$ cat src/rtl/fbpt_consts.svh
/*
  fbpt_consts.svh: offsets, field positions, reset values and timing figures
  for the flash block protection and timing controller.
  Assumes it is included by bare name from the design files.
*/
`ifndef FBPT_CONSTS_SVH
`define FBPT_CONSTS_SVH

// register word offsets on the plain register port
`define FBPT_OFF_TARGET    8'h00
`define FBPT_OFF_WDATA     8'h04
`define FBPT_OFF_CONTROL   8'h08
`define FBPT_OFF_RAW       8'h0C
`define FBPT_OFF_MASK      8'h10
`define FBPT_OFF_MSC       8'h14
`define FBPT_OFF_USEC      8'h18
`define FBPT_OFF_PROG_EN   8'h1C
`define FBPT_OFF_READ_EN   8'h20

// control register fields
`define FBPT_CTL_WRITE     0
`define FBPT_CTL_ERASE     1
`define FBPT_CTL_COMMIT    3

// status and mask fields
`define FBPT_IRQ_ACCESS    0
`define FBPT_IRQ_DONE      1

// geometry: byte address, 2-KB protection blocks, 1-KB erase blocks
`define FBPT_ADDR_W        15
`define FBPT_PBLK_LSB      11
`define FBPT_PBLK_W        4
`define FBPT_EBLK_LSB      10
`define FBPT_WORD_W        13

// reset values
`define FBPT_PROT_RESET    32'hFFFFFFFF
`define FBPT_MAX_MHZ       8'h32
`define FBPT_USEC_RESET    8'h31

// operation times in microseconds
`define FBPT_PROG_US       16'h0014
`define FBPT_ERASE_US      16'h07D0

`endif

$ cat src/rtl/fbpt_pkg.sv
/*
  fbpt_pkg.sv: types shared by the flash protection controller.
  Assumes nothing of its surroundings.
*/
package fbpt_pkg;
  typedef enum logic [2:0] {
    FBPT_IDLE,
    FBPT_RD_WAIT,
    FBPT_PG_READ,
    FBPT_PG_HOLD,
    FBPT_ER_HOLD
  } fbpt_state_t;
endpackage

$ cat src/rtl/fbpt_ctrl.sv
/*
  fbpt_ctrl.sv: flash controller enforcing per-block program and read
  enables and timing program and erase on the array.
  Assumes an array with combinational read of arr_addr_out, a non-volatile
  store that presents committed enables and accepts one-cycle commits, and
  a register master as described in the hand-over.
*/
// Added by the designer: the address map and the plain strobed port.
`timescale 1ns/1ps
`include "fbpt_consts.svh"

module fbpt_ctrl #(
  parameter logic [15:0] ERASE_US = `FBPT_ERASE_US
) (
  // clock and reset
  input  wire logic                     clk_in,
  input  wire logic                     nrst_in,
  // register port
  input  wire logic [7:0]               reg_addr_in,
  input  wire logic [31:0]              reg_wdata_in,
  input  wire logic                     reg_wr_in,
  input  wire logic                     reg_rd_in,
  output logic [31:0]                   reg_rdata_out,
  // flash read requests (fetch or data, data covers debug)
  input  wire logic                     rd_req_in,
  input  wire logic [`FBPT_ADDR_W-1:0]  rd_addr_in,
  input  wire logic                     rd_fetch_in,
  output logic                          rd_ack_out,
  output logic                          rd_fault_out,
  output logic [31:0]                   rd_data_out,
  // flash array
  output logic [`FBPT_WORD_W-1:0]       arr_addr_out,
  output logic                          arr_wr_out,
  output logic [31:0]                   arr_wdata_out,
  output logic                          arr_erase_out,
  input  wire logic [31:0]              arr_rdata_in,
  // non-volatile enable store
  input  wire logic [31:0]              nv_prog_en_in,
  input  wire logic [31:0]              nv_read_en_in,
  output logic                          nv_commit_out,
  output logic                          nv_sel_prog_out,
  output logic [31:0]                   nv_data_out,
  // status
  output logic                          busy_out,
  output logic                          irq_out
);
  fbpt_pkg::fbpt_state_t state;
  logic [`FBPT_ADDR_W-1:0] target;
  logic [31:0]             wdata;
  logic [7:0]              usec_reload;
  logic [31:0]             block_program_enable;
  logic [31:0]             block_read_enable;
  logic [1:0]              raw_status;
  logic [1:0]              flash_irq_mask;
  logic                    loaded;
  logic                    rd_pend;
  logic [`FBPT_ADDR_W-1:0] rd_addr_q;
  logic                    rd_fetch_q;
  logic [15:0]             us_left;
  logic                    tick;
  logic                    wr_ctl;
  logic                    start_pg;
  logic                    start_er;
  logic                    start_cm;
  logic                    tgt_pe;
  logic                    rd_re;
  logic                    deny_op;
  logic                    op_done;
  logic [1:0]              set_status;
  logic [15:0]             hold_cycles;

  assign wr_ctl   = reg_wr_in && (reg_addr_in == `FBPT_OFF_CONTROL);
  assign start_pg = wr_ctl && reg_wdata_in[`FBPT_CTL_WRITE] && state == fbpt_pkg::FBPT_IDLE;
  assign start_er = wr_ctl && reg_wdata_in[`FBPT_CTL_ERASE] && state == fbpt_pkg::FBPT_IDLE
                    && !reg_wdata_in[`FBPT_CTL_WRITE];
  assign start_cm = wr_ctl && reg_wdata_in[`FBPT_CTL_COMMIT] && state == fbpt_pkg::FBPT_IDLE;
  // per-block enable lookups
  assign tgt_pe   = block_program_enable[target[`FBPT_PBLK_LSB +: `FBPT_PBLK_W]];
  assign rd_re    = block_read_enable[rd_addr_q[`FBPT_PBLK_LSB +: `FBPT_PBLK_W]];
  assign deny_op  = (start_pg || start_er) && !tgt_pe;
  assign op_done  = (state == fbpt_pkg::FBPT_PG_HOLD || state == fbpt_pkg::FBPT_ER_HOLD)
                    && tick && us_left == 16'h0001;
  assign set_status = {op_done, deny_op};

  fbpt_usec_timer fbpt_usec_timer_i (
    .clk_in    (clk_in),
    .nrst_in   (nrst_in),
    .run_in    (state == fbpt_pkg::FBPT_PG_HOLD || state == fbpt_pkg::FBPT_ER_HOLD),
    .reload_in (usec_reload),
    .tick_out  (tick)
  );

  // plain configuration registers
  always_ff @(posedge clk_in or negedge nrst_in) begin
    if (!nrst_in) begin
      target         <= '0;
      wdata          <= 32'h00000000;
      usec_reload    <= `FBPT_USEC_RESET;
      flash_irq_mask <= 2'h0;
    end else if (reg_wr_in) begin
      unique case (reg_addr_in)
        `FBPT_OFF_TARGET: target         <= reg_wdata_in[`FBPT_ADDR_W-1:0];
        `FBPT_OFF_WDATA:  wdata          <= reg_wdata_in;
        `FBPT_OFF_USEC:   usec_reload    <= reg_wdata_in[7:0];
        `FBPT_OFF_MASK:   flash_irq_mask <= reg_wdata_in[1:0];
        default: ;
      endcase
    end
  end

  // enables: all ones under reset, committed copy loaded on the first edge,
  // then software can only clear bits until the next power-on reset
  always_ff @(posedge clk_in or negedge nrst_in) begin
    if (!nrst_in) begin
      block_program_enable <= `FBPT_PROT_RESET;
      block_read_enable    <= `FBPT_PROT_RESET;
      loaded               <= 1'b0;
    end else if (!loaded) begin
      block_program_enable <= nv_prog_en_in;
      block_read_enable    <= nv_read_en_in;
      loaded               <= 1'b1;
    end else if (reg_wr_in && reg_addr_in == `FBPT_OFF_PROG_EN) begin
      block_program_enable <= block_program_enable & reg_wdata_in;
    end else if (reg_wr_in && reg_addr_in == `FBPT_OFF_READ_EN) begin
      block_read_enable    <= block_read_enable & reg_wdata_in;
    end
  end

  // commit: one-cycle pulse to the store, register chosen by target bit 0
  always_ff @(posedge clk_in or negedge nrst_in) begin
    if (!nrst_in) begin
      nv_commit_out   <= 1'b0;
      nv_sel_prog_out <= 1'b0;
      nv_data_out     <= 32'h00000000;
    end else begin
      nv_commit_out <= start_cm;
      if (start_cm) begin
        nv_sel_prog_out <= target[0];
        nv_data_out     <= target[0] ? block_program_enable : block_read_enable;
      end
    end
  end

  // sticky status, set beats a same-cycle clear
  always_ff @(posedge clk_in or negedge nrst_in) begin
    if (!nrst_in) begin
      raw_status <= 2'h0;
    end else if (reg_wr_in && reg_addr_in == `FBPT_OFF_MSC) begin
      raw_status <= (raw_status & ~reg_wdata_in[1:0]) | set_status;
    end else begin
      raw_status <= raw_status | set_status;
    end
  end

  // interrupt is a flop so a masked-off event never glitches the line
  always_ff @(posedge clk_in or negedge nrst_in) begin
    if (!nrst_in) begin
      irq_out <= 1'b0;
    end else begin
      irq_out <= |(raw_status & flash_irq_mask);
    end
  end

  // register read data, one cycle after the strobe
  always_ff @(posedge clk_in or negedge nrst_in) begin
    if (!nrst_in) begin
      reg_rdata_out <= 32'h00000000;
    end else if (reg_rd_in) begin
      unique case (reg_addr_in)
        `FBPT_OFF_TARGET:  reg_rdata_out <= {{(32-`FBPT_ADDR_W){1'b0}}, target};
        `FBPT_OFF_WDATA:   reg_rdata_out <= wdata;
        `FBPT_OFF_CONTROL: reg_rdata_out <= {30'h00000000,
                                             state == fbpt_pkg::FBPT_ER_HOLD,
                                             state == fbpt_pkg::FBPT_PG_READ ||
                                             state == fbpt_pkg::FBPT_PG_HOLD};
        `FBPT_OFF_RAW:     reg_rdata_out <= {30'h00000000, raw_status};
        `FBPT_OFF_MASK:    reg_rdata_out <= {30'h00000000, flash_irq_mask};
        `FBPT_OFF_MSC:     reg_rdata_out <= {30'h00000000, raw_status & flash_irq_mask};
        `FBPT_OFF_USEC:    reg_rdata_out <= {24'h000000, usec_reload};
        `FBPT_OFF_PROG_EN: reg_rdata_out <= block_program_enable;
        `FBPT_OFF_READ_EN: reg_rdata_out <= block_read_enable;
        default:           reg_rdata_out <= 32'h00000000;
      endcase
    end else begin
      reg_rdata_out <= 32'h00000000;
    end
  end

  // one outstanding read; held off while the array is busy
  always_ff @(posedge clk_in or negedge nrst_in) begin
    if (!nrst_in) begin
      rd_pend    <= 1'b0;
      rd_addr_q  <= '0;
      rd_fetch_q <= 1'b0;
    end else if (rd_req_in && !rd_pend) begin
      rd_pend    <= 1'b1;
      rd_addr_q  <= rd_addr_in;
      rd_fetch_q <= rd_fetch_in;
    end else if (rd_pend && state == fbpt_pkg::FBPT_IDLE && !start_pg && !start_er) begin
      rd_pend    <= 1'b0;
    end
  end

  // cycles spent holding a program word; only the timing check reads it
  always_ff @(posedge clk_in or negedge nrst_in) begin
    if (!nrst_in) begin
      hold_cycles <= 16'h0000;
    end else if (state == fbpt_pkg::FBPT_PG_HOLD) begin
      hold_cycles <= hold_cycles + 16'h0001;
    end else begin
      hold_cycles <= 16'h0000;
    end
  end

  // operation sequencer and array drive
  always_ff @(posedge clk_in or negedge nrst_in) begin
    if (!nrst_in) begin
      state         <= fbpt_pkg::FBPT_IDLE;
      us_left       <= 16'h0000;
      arr_addr_out  <= '0;
      arr_wr_out    <= 1'b0;
      arr_wdata_out <= 32'h00000000;
      arr_erase_out <= 1'b0;
      rd_ack_out    <= 1'b0;
      rd_fault_out  <= 1'b0;
      rd_data_out   <= 32'h00000000;
      busy_out      <= 1'b0;
    end else begin
      rd_ack_out   <= 1'b0;
      rd_fault_out <= 1'b0;
      unique case (state)
        fbpt_pkg::FBPT_IDLE: begin
          if ((start_pg || start_er) && !tgt_pe) begin
            busy_out <= 1'b0;
          end else if (start_pg) begin
            arr_addr_out <= target[`FBPT_ADDR_W-1:2];
            busy_out     <= 1'b1;
            state        <= fbpt_pkg::FBPT_PG_READ;
          end else if (start_er) begin
            arr_addr_out  <= {target[`FBPT_ADDR_W-1:`FBPT_EBLK_LSB], 8'h00};
            arr_erase_out <= 1'b1;
            us_left       <= ERASE_US;
            busy_out      <= 1'b1;
            state         <= fbpt_pkg::FBPT_ER_HOLD;
          end else if (rd_pend) begin
            if (!rd_fetch_q && !rd_re) begin
              rd_ack_out   <= 1'b1;
              rd_fault_out <= 1'b1;
              rd_data_out  <= 32'h00000000;
            end else begin
              arr_addr_out <= rd_addr_q[`FBPT_ADDR_W-1:2];
              state        <= fbpt_pkg::FBPT_RD_WAIT;
            end
          end
        end
        fbpt_pkg::FBPT_RD_WAIT: begin
          rd_ack_out  <= 1'b1;
          rd_data_out <= arr_rdata_in;
          state       <= fbpt_pkg::FBPT_IDLE;
        end
        fbpt_pkg::FBPT_PG_READ: begin
          arr_wdata_out <= arr_rdata_in & wdata;
          arr_wr_out    <= 1'b1;
          us_left       <= `FBPT_PROG_US;
          state         <= fbpt_pkg::FBPT_PG_HOLD;
        end
        fbpt_pkg::FBPT_PG_HOLD, fbpt_pkg::FBPT_ER_HOLD: begin
          if (tick) begin
            us_left <= us_left - 16'h0001;
          end
          if (op_done) begin
            arr_wr_out    <= 1'b0;
            arr_erase_out <= 1'b0;
            busy_out      <= 1'b0;
            state         <= fbpt_pkg::FBPT_IDLE;
          end
        end
      endcase
    end
  end

  a_deny_no_write: assert property (@(posedge clk_in) disable iff (!nrst_in)
    deny_op |=> !arr_wr_out && !arr_erase_out && raw_status[`FBPT_IRQ_ACCESS])
    else $error("refused operation touched the array");
  a_fault_on_re: assert property (@(posedge clk_in) disable iff (!nrst_in)
    rd_fault_out |-> rd_ack_out && $past(!rd_fetch_q && !rd_re))
    else $error("fault without withdrawn read enable");
  a_fetch_no_fault: assert property (@(posedge clk_in) disable iff (!nrst_in)
    state == fbpt_pkg::FBPT_IDLE && rd_pend && rd_fetch_q && !start_pg && !start_er
    |=> state == fbpt_pkg::FBPT_RD_WAIT ##1 rd_ack_out && !rd_fault_out)
    else $error("fetch not served");
  a_prog_clears: assert property (@(posedge clk_in) disable iff (!nrst_in)
    $rose(arr_wr_out) |-> (arr_wdata_out & ~$past(arr_rdata_in)) == 32'h00000000)
    else $error("program would set a bit");
  a_enable_clears: assert property (@(posedge clk_in) disable iff (!nrst_in)
    $past(loaded) |-> (block_program_enable & ~$past(block_program_enable)) == 32'h0)
    else $error("program enable bit was set by software");
  a_irq_masked: assert property (@(posedge clk_in) disable iff (!nrst_in)
    ##1 irq_out == $past(|(raw_status & flash_irq_mask)))
    else $error("interrupt disagrees with masked status");
  a_clear_status: assert property (@(posedge clk_in) disable iff (!nrst_in)
    reg_wr_in && reg_addr_in == `FBPT_OFF_MSC && reg_wdata_in[0] && !deny_op
    |=> !raw_status[`FBPT_IRQ_ACCESS])
    else $error("status not cleared");
  a_commit_sel: assert property (@(posedge clk_in) disable iff (!nrst_in)
    start_cm |=> nv_commit_out && nv_sel_prog_out == $past(target[0]))
    else $error("commit register selection wrong");
  // word held for the programmed microseconds of reload+1 cycles each
  a_prog_time: assert property (@(posedge clk_in) disable iff (!nrst_in)
    state == fbpt_pkg::FBPT_PG_HOLD && op_done
    |-> busy_out && arr_wr_out
        && hold_cycles == `FBPT_PROG_US * ({8'h00, usec_reload} + 16'h0001))
    else $error("program hold time wrong");
  c_denied: cover property (@(posedge clk_in) deny_op);
  c_fault: cover property (@(posedge clk_in) rd_fault_out);
  c_erase: cover property (@(posedge clk_in) $fell(arr_erase_out));
  c_commit: cover property (@(posedge clk_in) nv_commit_out);
endmodule // fbpt_ctrl

$ cat src/rtl/fbpt_usec_timer.sv
/*
  fbpt_usec_timer.sv: microsecond tick from a cycles-per-microsecond reload.
  Assumes reload_in holds cycles per microsecond minus one.
*/
`timescale 1ns/1ps
`include "fbpt_consts.svh"

module fbpt_usec_timer (
  // clock and reset
  input  wire logic       clk_in,
  input  wire logic       nrst_in,
  // control
  input  wire logic       run_in,
  input  wire logic [7:0] reload_in,
  // tick
  output logic            tick_out
);
  logic [7:0] count;

  // count down, one tick per reload+1 cycles; restarts while idle
  always_ff @(posedge clk_in or negedge nrst_in) begin
    if (!nrst_in) begin
      count    <= 8'h00;
      tick_out <= 1'b0;
    end else if (!run_in) begin
      count    <= reload_in;
      tick_out <= 1'b0;
    end else if (count == 8'h00) begin
      count    <= reload_in;
      tick_out <= 1'b1;
    end else begin
      count    <= count - 8'h01;
      tick_out <= 1'b0;
    end
  end
endmodule // fbpt_usec_timer

$ cat config.mk
export PLATFORM = sky130hd
export DESIGN_NAME = fbpt_ctrl
export DESIGN_NICKNAME = d
export VERILOG_FILES = /design/src/rtl/fbpt_pkg.sv /design/src/rtl/fbpt_ctrl.sv /design/src/rtl/fbpt_usec_timer.sv
export VERILOG_INCLUDE_DIRS = /design/src /design/src/rtl
export SDC_FILE = /design/constraint.sdc
export NUM_CORES = 1
export LEC_CHECK = 0
export ABC_AREA = 1
export BUFFER_PORTS_ARGS = -buffer_cell sky130_fd_sc_hd__buf_2
export CORE_ASPECT_RATIO = 1.1
export CORE_MARGIN = 2
export CORE_UTILIZATION = 35
export CTS_CLUSTER_DIAMETER = 120
export DETAILED_ROUTE_END_ITERATION = 7
export PLACE_DENSITY = 0.6
export SETUP_SLACK_MARGIN = 0.2
export SLEW_MARGIN = 10
export SYNTH_ARGS = -nofsm -noshare
export SYNTH_HDL_FRONTEND = slang
export SYNTH_SLANG_ARGS = --single-unit
export TNS_END_PERCENT = 30
$ cat constraint.sdc
create_clock -name clk_in -period 2.27 [get_ports clk_in]
set_input_delay 0 -clock clk_in [delete_from_list [all_inputs] [get_ports clk_in]]
set_output_delay 0 -clock clk_in [all_outputs]
set_load 0.005 [all_outputs]
==> metrics.txt <==
status=complete, no violations; Vias=13.6k; post-route setup TNS=0 ns; type of the most critical hold path=input pin to flop; Gate power share=0.255; Cell Area, Synth=14400 sq um; P_int=12.2 mW; RSZ-0062 raised after global routing=no; average size of a mapped cell=8.48 sq um; CTS tree=built; Core Rows=77; Final min period=1.94 ns; Initial Utilization=0.356; switch share=0.322; latest clock arrival within the worst-skew pair=roughly 0.54 ns; post-synthesis sequential area ratio=0.557; Rel. slew slack=0.529; max-slew violation count=0; R2R setup slack=0.33 ns; remaining global-route overflow=0; Worst Path Required=2.73 ns; overall die width=197 um; GR Util All Layers=0.243; Crit Path Class=flop to flop; maxcap violations=0; Final WS setup=~0.33 ns; total die area=42700 sq um; area grow syn2layout=36.1%; Pre-Repair DR Iteration Count=5; RR Endpoint=arr_addr_out[4]; Clock Power Share=0.328; reg2reg path depth=11; CP Launch Type=flop; crit-path max FO=13; initial drt markers=between 800 and 900; worst slew pin tran=around 0.7 ns; critical path startpoint=state[2]; total CTS buffers=37; fin util=0.484; share of layout cells above drive strength 1=0.240; fmax=just over 500 MHz; net switching power=5.79 mW; pin count of the biggest net entering global routing=93; Yosys cell types=42; Cells after Synth=1694; Die H=216 um; H-tree lvl count=2; clk buf depth=3; vias in the first global route=13.8k; Syn. warnings=0; DP HPWL=around 36000 um; number of synthesized flops with an enable pin=0; DR vias/cell=approximately 5; Placeable Area=40400 sq um; clk_skew=0.0191 ns; dpl ws=0.133 ns; CTS root buffer=clkbuf_16; first-pass GRT wire length=between 70000 and 80000 um; post-route ant nets=0; Final setup violation count=0; drc violations=0; Synth async-reset ratio=1.00; CP Capture Point=arr_addr_out[4]; Final Hold Vio Count=0; nets@finish=2323; top_reg_cell synth=dfrtp_1; gpl congestion=around 0.87; Flop pwr share=0.417; # clock sinks=between 300 and 400; power density over the cells=921 nW/um^2; VDD IR max=0.000466 V; final WL=about 52000 um; r2r startpoint=state[2]; Top Ports=306; Crit. End Element=flop; final worst-path cycle share=0.855; WL per Instance=about 19 um; WP data arrival=2.40 ns; final hold slack=0.0289 ns; Static Leak=9.75 nW; Worst-path clk slew=roughly 0.06 ns; initial antenna violation count=2; Synth Net Count=1855; Post-CTS Setup Bufs=0; FF+latch count, synth=316; I/O Buffers=303
worst min path at each step:
stage / from / end / slack, ns / cells past startpoint
CTS: reg_addr_in[0] / raw_status[0] / 0.006 / 7
floorplan: nrst_in / arr_addr_out[0] / -0.30 / 0
detailed placement: nrst_in / rd_addr_q[8] / -0.06 / 1
global route: reg_addr_in[6] / nv_commit_out / 0.06 / 5
global placement: nrst_in / rd_addr_q[8] / -0.06 / 1
finish: reg_addr_in[1] / raw_status[1] / 0.03 / 7
flip-flops by register name, summed over array words and instances (netlist names), 2 cells and up:
register,cells
fbpt_usec_timer_i.count,8
usec_reload,8
reg_rdata_out,32
block_read_enable,32
rd_data_out,32
wdata,32
us_left,16
raw_status,2
rd_addr_q,13
flash_irq_mask,2
arr_addr_out,13
state,3
target,15
nv_data_out,32
block_program_enable,32
arr_wdata_out,32
metrics by stage:
step | instance area (sq um) | std cells | total power, mW
floorplan | 14400 | 1694 | 9.88
global placement | 16500 | 2458 | 11.7
detailed placement | 16500 | 2458 | 11.8
CTS | 19500 | 2703 | 18.1
global route | 19500 | 2703 | 19.1
finish | 19500 | 2704 | 18.0
synthesized netlist by cell type (3+ instances only):
cell / n / area [sq um]
buf_2: 26 / 130
inv_2: 8 / 30.0
o21ai_0: 187 / 936
nand3_2: 3 / 30.0
nor3_1: 8 / 40.0
nand2_2: 3 / 18.8
xor2_1: 10 / 87.6
xnor2_1: 3 / 26.3
mux2_2: 26 / 293
a211oi_1: 9 / 67.6
inv_1: 172 / 646
nand3_1: 122 / 611
a21oi_1: 84 / 420
nor2_2: 6 / 37.5
o221ai_1: 14 / 123
nand4_1: 6 / 37.5
ha_1: 4 / 50.1
nand2_1: 483 / 1810
dfrtp_1: 249 / 6230
buf_1: 6 / 22.5
o21ai_1: 30 / 150
o22ai_1: 27 / 169
o211ai_1: 3 / 22.5
clkbuf_1: 50 / 188
dfstp_2: 67 / 1760
nor2_1: 68 / 255
critical path, stage by stage, from the launching register on:
cell,delay [ns]
dfrtp_2,0.45
nor2_2,0.17
nand2_1,0.11
nor2_1,0.10
nand3_1,0.15
buf_4,0.22
nand3_1,0.07
nand2_1,0.09
nor2_4,0.18
buf_6,0.17
nand3_1,0.09
nand2_1,0.08
cell type report:
type / count / area [sq um]
clock buffers: 55 / 1070
repair buffers: 515 / 3680
fillers: 3838 / 20800
flip-flops and latches: 316 / 8000
well taps: 513 / 642
clock inverters: 12 / 116
multi-input cells: 1111 / 5350
diodes: 1 / 2.50
inverters: 181 / 688
power by group through the flow:
stage | combinational (mW) | clock, mW | sequential [mW]
2_1_floorplan | 2.39 | 0 | 7.48
3_3_place_gp | 4.15 | 0 | 7.55
3_5_place_dp | 4.24 | 0 | 7.57
4_1_cts | 4.55 | 6.05 | 7.50
5_1_grt | 5.15 | 6.29 | 7.63
6_report | 4.58 | 5.91 | 7.51
cells by family after synthesis:
| kind of cell | synth area share |
|---|---|
| fa+ha+maj | 0.00349 |
| flops | 0.557 |
| compound gates | 0.134 |
| buf+inv | 0.0736 |
| other cells | 0.000261 |
| simple gates | 0.203 |
| mux | 0.0211 |
| xor+xnor | 0.00793 |
placed cells by master, fill, tap and decap left out, types with 4 or more instances in the layout:
cell type,n
nand3_1,121
clkinv_2,8
nor2_2,8
nor2_1,66
buf_4,23
mux2_2,26
buf_2,302
o221ai_1,14
o21ai_0,187
dfrtp_1,244
nor3_1,8
a21oi_1,84
xor2_1,10
nand2_1,481
buf_12,7
buf_6,4
ha_1,4
a211oi_1,9
inv_2,9
dfstp_2,67
dfrtp_2,5
clkbuf_1,13
clkbuf_16,39
o21ai_1,30
dlygate4sd3_1,177
inv_1,170
o22ai_1,27
nand4_1,6
repair_timing:
| action | CTS | global route |
|---|---|---|
| hold buffers | 178 | 0 |
| endpoints found under the hold margin | 454 | 0 |
| setup endpoints to repair | 0 | 66 |
| gates resized for setup | 0 | 17 |
per-layer routing:
metal | global-route usage | share of wire | vias to the layer above
met5 | 0 | 0.00025 | -
met4 | 0.0922 | 0.035 | 2
met3 | 0.0514 | 0.064 | 102
met1 | 0.298 | 0.40 | 6594
met2 | 0.418 | 0.50 | 490
li1 | - | - | 6449
(Power assumes the default switching activity.)
